--- src/rtl/dus_pkg.sv ---
// Constants and carrier types for the sweep, update, sync and power-down control block.
// Assumes a 125 MHz core clock and a 32-bit AHB-Lite register port.
package dus_pkg;

  // Register byte offsets.
  localparam logic [7:0] A_CTRL1 = 8'h00;
  localparam logic [7:0] A_CTRL2 = 8'h04;
  localparam logic [7:0] A_LTW = 8'h08;
  localparam logic [7:0] A_UTW = 8'h0c;
  localparam logic [7:0] A_RDW = 8'h10;
  localparam logic [7:0] A_FDW = 8'h14;
  localparam logic [7:0] A_RATE = 8'h18;
  localparam logic [7:0] A_FREQ = 8'h1c;
  localparam logic [7:0] A_STAT = 8'h20;

  // Field positions in control_function_one.
  localparam int B_NO_DWELL = 2;
  localparam int B_PD_FULL = 3;
  localparam int B_PD_CLKIN = 4;
  localparam int B_PD_DAC = 5;
  localparam int B_PD_COMP = 6;
  localparam int B_PD_DIG = 7;
  localparam int B_RELOAD_UPD = 15;
  localparam int B_SWEEP_EN = 21;
  localparam int B_SOFT_SYNC = 22;
  localparam int B_AUTO_SYNC = 23;

  // Field positions in control_function_two.
  localparam int B_XTAL_EN = 9;
  localparam int B_HW_SYNC = 10;
  localparam int B_HS_SYNC = 11;

  // Ramp rate register: rising word low half, falling word high half.
  localparam int RATE_W = 16;
  localparam int RATE_FALL_LSB = 16;

  localparam logic [31:0] RESET_WORD = 32'h0000_0000;

  // Sync clock: core clock divided by four, rising as the phase leaves SYNC_RISE_PHASE.
  localparam int SYNC_DIV = 4;
  localparam logic [1:0] SYNC_RISE_PHASE = 2'h1;
  // Phase at which a synchronised rising edge of the alignment input is seen when in step.
  localparam logic [1:0] ALIGN_PHASE = 2'h3;

  localparam logic [1:0] HTRANS_NONSEQ = 2'h2;

  typedef struct packed {
    logic digital;
    logic comp;
    logic dac;
    logic clkin;
  } dus_pd_t;

  typedef struct packed {
    logic [31:0] ctrl1;
    logic [31:0] ctrl2;
    logic [31:0] ltw;
    logic [31:0] utw;
    logic [31:0] rdw;
    logic [31:0] fdw;
    logic [31:0] rate;
  } dus_cfg_t;

endpackage : dus_pkg

--- src/rtl/dus_ctrl.sv ---
// Sweep timing, register transfer, sync clock alignment and power-down decode.
// Assumes an AHB-Lite master on hclk and asynchronous pins for strobe, direction,
// alignment and external power-down.
//
// Implementation choices: the AHB-Lite interface to the registers and the placing of the registers.
`timescale 1ns/1ns

module dus_ctrl (
  input wire logic hclk,
  input wire logic hresetn,
  input wire logic hsel,
  input wire logic [31:0] haddr,
  input wire logic [1:0] htrans,
  input wire logic hwrite,
  input wire logic [2:0] hsize,
  input wire logic [31:0] hwdata,
  input wire logic hready,
  output logic hreadyout,
  output logic hresp,
  output logic [31:0] hrdata,
  input wire logic sweep_direction_input,
  input wire logic transfer_strobe_input,
  input wire logic align_input,
  input wire logic external_powerdown_pin,
  output logic sync_clk_out,
  output logic update_pulse,
  output logic [31:0] freq_word,
  output dus_pkg::dus_pd_t pd,
  output logic crystal_out_en
);

  typedef struct packed {
    dus_pkg::dus_cfg_t bufr;
    dus_pkg::dus_cfg_t act;
    logic [1:0] phase;
    logic sync_clk;
    logic [2:0] dir_s;
    logic [2:0] upd_s;
    logic [2:0] aln_s;
    logic [2:0] pdp_s;
    logic dir;
    logic upd;
    logic aln;
    logic pdp;
    logic dir_d;
    logic aln_d;
    logic upd_smp;
    logic upd_pulse;
    logic sweep_en_d;
    logic soft_sync_d;
    logic [dus_pkg::RATE_W-1:0] timer;
    logic [31:0] freq;
    logic running;
    dus_pkg::dus_pd_t pd;
    logic xtal_en;
    logic dp_wr;
    logic [7:0] dp_addr;
    logic [31:0] rdata;
  } dus_state_t;

  dus_state_t r;
  dus_state_t next_r;

  // Ramp rate word for the given direction: falling when low, rising when high.
  function automatic logic [dus_pkg::RATE_W-1:0] rate_for(input logic up,
                                                          input logic [31:0] rate);
    logic [dus_pkg::RATE_W-1:0] w;
    w = up ? rate[dus_pkg::RATE_W-1:0]
           : rate[dus_pkg::RATE_FALL_LSB +: dus_pkg::RATE_W];
    rate_for = w;
  endfunction : rate_for

  logic tick;
  logic advance;
  logic aln_rise;
  logic dir_rise;
  logic dir_fall;
  logic sweep_en;
  logic no_dwell;
  logic step_up;
  logic [32:0] sum;
  logic [32:0] diff;
  logic [1:0] step_inc;

  always_comb begin
    next_r = r;
    sum = 33'h0_0000_0000;
    diff = 33'h0_0000_0000;
    step_up = 1'b0;

    // Three-stage pin synchronisers; a level counts once stages two and three agree.
    next_r.dir_s = {r.dir_s[1:0], sweep_direction_input};
    next_r.upd_s = {r.upd_s[1:0], transfer_strobe_input};
    next_r.aln_s = {r.aln_s[1:0], align_input};
    next_r.pdp_s = {r.pdp_s[1:0], external_powerdown_pin};
    if (r.dir_s[1] == r.dir_s[2]) begin
      next_r.dir = r.dir_s[2];
    end
    if (r.upd_s[1] == r.upd_s[2]) begin
      next_r.upd = r.upd_s[2];
    end
    if (r.aln_s[1] == r.aln_s[2]) begin
      next_r.aln = r.aln_s[2];
    end
    if (r.pdp_s[1] == r.pdp_s[2]) begin
      next_r.pdp = r.pdp_s[2];
    end
    next_r.dir_d = r.dir;
    next_r.aln_d = r.aln;

    // Sync clock divider and phase alignment.
    tick = (r.phase == dus_pkg::SYNC_RISE_PHASE);
    aln_rise = r.aln & ~r.aln_d;
    next_r.soft_sync_d = r.act.ctrl1[dus_pkg::B_SOFT_SYNC];
    advance = 1'b0;
    if (r.act.ctrl1[dus_pkg::B_SOFT_SYNC] && !r.soft_sync_d) begin
      advance = 1'b1;
    end
    if (r.act.ctrl2[dus_pkg::B_HW_SYNC] && aln_rise) begin
      advance = 1'b1;
    end
    if (r.act.ctrl1[dus_pkg::B_AUTO_SYNC] && aln_rise && r.phase != dus_pkg::ALIGN_PHASE) begin
      advance = 1'b1;
    end
    // Skipping one phase count moves the next rising edge one core cycle earlier.
    step_inc = advance ? 2'h2 : 2'h1;
    next_r.phase = r.phase + step_inc;
    next_r.sync_clk = next_r.phase[1];

    // Strobe sampled at each sync clock rising edge except one made by an advance from phase 0; its rising edge makes one pulse.
    next_r.upd_pulse = 1'b0;
    if (tick) begin
      next_r.upd_smp = r.upd;
      next_r.upd_pulse = r.upd & ~r.upd_smp;
    end
    if (r.upd_pulse) begin
      next_r.act = r.bufr;
    end

    // Power-down decode.
    if (!r.pdp) begin
      next_r.pd.digital = r.act.ctrl1[dus_pkg::B_PD_DIG];
      next_r.pd.comp = r.act.ctrl1[dus_pkg::B_PD_COMP];
      next_r.pd.dac = r.act.ctrl1[dus_pkg::B_PD_DAC];
      next_r.pd.clkin = r.act.ctrl1[dus_pkg::B_PD_CLKIN];
    end else if (!r.act.ctrl1[dus_pkg::B_PD_FULL]) begin
      next_r.pd.digital = 1'b1;
      next_r.pd.comp = r.act.ctrl1[dus_pkg::B_PD_COMP];
      next_r.pd.dac = 1'b0;
      next_r.pd.clkin = 1'b0;
    end else begin
      next_r.pd = 4'hf;
    end
    next_r.xtal_en = r.act.ctrl2[dus_pkg::B_XTAL_EN];

    // Linear sweep control.
    sweep_en = r.act.ctrl1[dus_pkg::B_SWEEP_EN];
    no_dwell = r.act.ctrl1[dus_pkg::B_NO_DWELL];
    dir_rise = r.dir & ~r.dir_d;
    dir_fall = ~r.dir & r.dir_d;
    next_r.sweep_en_d = sweep_en;
    if (!sweep_en) begin
      next_r.freq = r.act.ltw;
      next_r.running = 1'b0;
    end else if (dir_rise) begin
      next_r.timer = rate_for(1'b1, r.act.rate);
      next_r.running = 1'b1;
    end else if (dir_fall && !no_dwell) begin
      next_r.timer = rate_for(1'b0, r.act.rate);
    end else if (!r.sweep_en_d) begin
      next_r.timer = rate_for(r.dir, r.act.rate);
      next_r.freq = r.act.ltw;
      next_r.running = r.dir;
    end else if (r.upd_pulse && r.act.ctrl1[dus_pkg::B_RELOAD_UPD]) begin
      next_r.timer = rate_for(r.dir, r.act.rate);
    end else if (tick) begin
      // A falling direction input in no-dwell mode is ignored here.
      step_up = no_dwell ? 1'b1 : r.dir;
      if (r.timer > {{(dus_pkg::RATE_W-1){1'b0}}, 1'b1}) begin
        next_r.timer = r.timer - 1'b1;
      end else begin
        next_r.timer = rate_for(step_up, r.act.rate);
        if (step_up && (r.running || !no_dwell)) begin
          sum = {1'b0, r.freq} + {1'b0, r.act.rdw};
          if (sum >= {1'b0, r.act.utw}) begin
            if (no_dwell) begin
              next_r.freq = r.act.ltw;
              next_r.running = 1'b0;
            end else begin
              next_r.freq = r.act.utw;
            end
          end else begin
            next_r.freq = sum[31:0];
          end
        end else if (!step_up) begin
          diff = {1'b0, r.freq} - {1'b0, r.act.fdw};
          if (diff[32] || diff[31:0] <= r.act.ltw) begin
            next_r.freq = r.act.ltw;
          end else begin
            next_r.freq = diff[31:0];
          end
        end
      end
    end

    // Bus data phase: a write lands in the buffered registers only.
    if (r.dp_wr) begin
      case (r.dp_addr)
        dus_pkg::A_CTRL1: next_r.bufr.ctrl1 = hwdata;
        dus_pkg::A_CTRL2: next_r.bufr.ctrl2 = hwdata;
        dus_pkg::A_LTW: next_r.bufr.ltw = hwdata;
        dus_pkg::A_UTW: next_r.bufr.utw = hwdata;
        dus_pkg::A_RDW: next_r.bufr.rdw = hwdata;
        dus_pkg::A_FDW: next_r.bufr.fdw = hwdata;
        dus_pkg::A_RATE: next_r.bufr.rate = hwdata;
        default: next_r.bufr = r.bufr;
      endcase
    end

    // Bus address phase: read data is prepared so it stands from a flop in the data phase.
    next_r.dp_wr = 1'b0;
    if (hsel && hready && htrans == dus_pkg::HTRANS_NONSEQ) begin
      next_r.dp_wr = hwrite;
      next_r.dp_addr = haddr[7:0];
      case (haddr[7:0])
        dus_pkg::A_CTRL1: next_r.rdata = r.bufr.ctrl1;
        dus_pkg::A_CTRL2: next_r.rdata = r.bufr.ctrl2;
        dus_pkg::A_LTW: next_r.rdata = r.bufr.ltw;
        dus_pkg::A_UTW: next_r.rdata = r.bufr.utw;
        dus_pkg::A_RDW: next_r.rdata = r.bufr.rdw;
        dus_pkg::A_FDW: next_r.rdata = r.bufr.fdw;
        dus_pkg::A_RATE: next_r.rdata = r.bufr.rate;
        dus_pkg::A_FREQ: next_r.rdata = r.freq;
        dus_pkg::A_STAT: next_r.rdata = {r.timer, 4'h0, r.pd, r.running, r.dir,
                                         r.pdp, r.upd, r.aln, r.sync_clk, r.phase};
        default: next_r.rdata = dus_pkg::RESET_WORD;
      endcase
    end
  end

  always_ff @(posedge hclk or negedge hresetn) begin
    if (!hresetn) begin
      r <= '0;
    end else begin
      r <= next_r;
    end
  end

  // Zero-wait slave; writes to unmapped offsets are dropped and reads return zero.
  assign hreadyout = 1'b1;
  assign hresp = 1'b0;
  assign hrdata = r.rdata;
  assign sync_clk_out = r.sync_clk;
  assign update_pulse = r.upd_pulse;
  assign freq_word = r.freq;
  assign pd = r.pd;
  assign crystal_out_en = r.xtal_en;

endmodule : dus_ctrl

--- config.mk ---
export PLATFORM = sky130hd
export DESIGN_NAME = dus_ctrl
export DESIGN_NICKNAME = d
export VERILOG_FILES = /design/src/rtl/dus_pkg.sv /design/src/rtl/dus_ctrl.sv
export SDC_FILE = /design/constraint.sdc
export NUM_CORES = 1
export LEC_CHECK = 0
export ABC_AREA = 1
export BUFFER_PORTS_ARGS = -buffer_cell sky130_fd_sc_hd__buf_2
export CORE_MARGIN = 1.5
export CORE_UTILIZATION = 50
export DETAILED_ROUTE_END_ITERATION = 8
export PLACE_DENSITY = 0.65
export SLEW_MARGIN = 20
export SYNTH_ARGS = -nofsm -noshare
export SYNTH_HDL_FRONTEND = slang
export SYNTH_SLANG_ARGS = --single-unit
--- constraint.sdc ---
create_clock -name hclk -period 5 [get_ports hclk]
set_input_delay 0.5 -clock hclk [delete_from_list [all_inputs] [get_ports hclk]]
set_output_delay 0.5 -clock hclk [all_outputs]
set_load 0.02 [all_outputs]
==> impl_metrics.ini <==
[sta]
rsz0062_at_grt = false
setup_viol = 0
setup-tns-final_ns = 0
max_freq_ghz = 0.214
hold_viol = 0
period_needed_ns = 4.68
fin_crit_sh_pct = 93.6
fin_hold_ws_ns = 0.0707
skew_ns = 0.0308
relSlewSlack_pct = 31.3
worstMarginPinSlew_ns = 1.03
report.final.slew_viol_count = 0

[detailed_routing]
vias = 26600
ant_nets = 0
firstDrtPassIters = 6
drt_wl_total_um = 99000
drc = 0
avgViaCountPerCell = 5.70
drtIter0Drc = 3184
wl_per_cell_um = 21.2

[setup_path]
worstPathArrival_ns = 5.24
max_stage_delay_ns = 0.54
crit_top_cell = nand2_1
path_cells = ha_1, nand4_1, nor3_1, o21ai_0, nand3_1, nand2_1, nand2_1, xor2_1, ha_1, nand2_1, nor2_1, nand2_1, nor4_2, nand2_1, nand3_4, nand3_2, buf_12, nand2_1, nand2_1, nor2_1, nor2_1, nand2_1, nand2_1, nand2_1
critPathCaptureType = flip-flop
startpoint_type = flip-flop
required_ns = 5.56
crit_fanout = 38
worst_path_max_delay_cell = nor3_1
worst-setup-path-type = reg -> reg

[power]
power_density_nw_per_um2 = 820
peakVddDrop_uv = 629
p_leak_nw = 16.6

[placement]
port_buffers = 121
gp_congestion = 0.935
placed_cells = 4559
hpwl_um = 72800
placed_area_sq_um = 30600

[yosys]
synth_area_leaders = dfrtp_1 44%, nand2_1 12%, o21ai_0 8.6%, inv_1 5.7%, ha_1 5.5%
synth_ff_type = dfrtp_1
synth.avg_cell_area_sq_um = 7.71
syn_area_sq_um = 29600
async_reset_ff_share_pct = 100
synth_edf_count = 0
yosysSeqAreaShare_pct = 43.6
synth_largest_type_area_fraction_pct = 43.6
ys_types = 58
yosys.area.top_type = dfrtp_1
yosysWarnings = 0
ys_ff_latch = 515
syn-num-nets = 4045
netlist_instances = 3834

[floorplan]
die_y_um = 246
start_util_pct = 50.9
die_area_sq_um = 60600
ios = 151
rows = 88
core_sq_um = 58000
die_w_um = 246

[grt]
overflow = 0
antenna_found_initial = 0
grtUsageMet3_pct = 6.71
gr-usage-met2_pct = 47.2
grt_pass1_vias = 24900
grt_pass1_wl_um = 152000
grtUsageMet1_pct = 49.1
busiest_layer = met1
gr-usage-all-layers_pct = 33.1
grt_max_degree = 126

[cells_and_area]
multiInputGateArea_sq_um = 13800
fin_area_sq_um = 32600
fillerInstances = 5484
area_delta_synth_final_pct = 10.3
seq_area_sq_um = 12900
nets = 4066
stdcell_count = 4666
drive_gt1_share_pct = 9.00

[clock_network]
htreeDepth = 2
clock-sinks = 515
cts_made_buffers = 54
path_clk_slew_ns = 0.06
post_cts_buffers = 0
cts_root_buf = clkbuf_16
cts_buffer_depth = 3
cts_tree = yes
clk-insertion-delay-late_ns = 0.64

[run]
cap_violations = 0

[hold_path]
hold_path.class = in -> reg

[run_status]
status = complete, no violations
[cells by family after synthesis]
family                   after synthesis  share of synthesized area [%]
AO/OA/AOI/OAI                        979                           18.6
XOR/XNOR                              51                           1.51
adder cells (fa/ha/maj)              137                           5.82
buffers and inverters                698                           9.98
flip-flops                           515                           43.6
multiplexers                          14                          0.533
other                                  2                         0.0254
AND/OR/NAND/NOR                     1438                           19.9
[critical path, delay by kind of cell, from the launching register on]
| kind | cells | cell delay [ns] |
|---|---|---|
| compound gates | 1 | 0.18 |
| xor+xnor | 1 | 0.33 |
| fa+ha+maj | 2 | 0.61 |
| buf+inv | 1 | 0.20 |
| flops | 1 | 0.42 |
| simple gates | 19 | 2.84 |
[metal layers]
metal  vias to the layer above  share of wire, %
met2                      1182                42
met1                     12600                45
met5                         -                 0
li1                      12700                 -
met3                       166               9.7
met4                         0               3.9
[cells in the final DEF (no fill, tap or decap), types with 6 or more instances in the layout]
cell type and instances:
a31oi_1 32, nor2_1 230, bufinv_16 6, clkbuf_1 11, xor2_1 45, buf_2 120, buf_12 7, inv_1 447
clkinv_2 9, nand2_1 939, nand4_1 46, clkbuf_8 13, dfrtp_1 513, ha_1 131, o21ai_0 509, nand3b_1 9
nor2_2 10, buf_4 72, clkbuf_16 54, nand2_2 7, a221oi_1 54, mux2_2 14, o21ai_1 20, nor3_1 35
o22ai_1 10, a21oi_1 243, a21o_1 32, nor4_1 11, a22o_1 35, inv_2 8, xnor2_1 6, nand3_1 136
[where the power goes]
part / internal, mW / leakage [nW] / switching (mW)
Clock: 2.50 / 0.915 / 1.78
Combinational: 5.47 / 10.3 / 10.7
Sequential: 5.35 / 5.42 / 0.873
Total: 13.3 / 16.6 / 13.4
[path summary, 6_finish.rpt]
| path | start | end | slack (ns) | cells past startpoint |
|---|---|---|---|---|
| worst min-delay path | hwrite | r[40] | 0.07 | 3 |
| max in group asynchronous | hresetn | r[179] | 3.33 | 3 |
| worst min register to register | next_r[109] | next_r[110] | 0.35 | 0 |
| min in group asynchronous | hresetn | r[107] | 0.48 | 2 |
| worst max register to register | freq_word[14] | freq_word[31] | 0.32 | 24 |
| worst max-delay path | freq_word[14] | freq_word[31] | 0.32 | 24 |
[synth_stat cells (15+ instances only)]
library cell  count
o21ai_0         509
a22o_1           35
a221oi_1         54
xor2_1           45
nor3_1           35
o21ai_1          20
a31oi_1          32
nand4_1          46
clkbuf_1        139
inv_1           450
buf_4            71
dfrtp_1         515
buf_2            15
ha_1            131
a21o_1           32
nand2_1         943
nand3_1         138
nor2_1          234
a21oi_1         244
[metrics by stage]
stage | util, % | power, mW | setup WS, ns
floorplan | - | 17.4 | 1.29
detailed placement | 52.8 | 22.1 | 0.361
global route | 56.2 | 29.1 | 0.0274
global placement | 52.8 | 22.0 | 0.381
CTS | 56.1 | 26.5 | 0.312
finish | 56.2 | 26.7 | 0.318
[state kept, by name, indices dropped and copies added, names as in the netlist]
| name | count |
|---|---|
| next_r | 13 |
| r | 431 |
| hrdata | 32 |
| freq_word | 32 |
| no_dwell | 1 |
| update_pulse | 1 |
| crystal_out_en | 1 |
| pd | 4 |
[cell type report]
class | count | area share, %
Multi-Input combinational cell | 2621 | 42.3
Clock buffer | 78 | 4.82
Clock inverter | 23 | 0.975
Timing Repair Buffer | 206 | 4.17
Sequential cell | 515 | 39.6
Tap cell | 765 | 2.94
Inverter | 457 | 5.26
Antenna cell | 1 | 0.00768
[timing repair]
item | in CTS | in global routing
hold buffers | 5 | 0
hold endpoints to repair | 85 | 0
resized for setup | 0 | 2
endpoints found under the setup margin | 0 | 22
(Power assumes the default switching activity.)
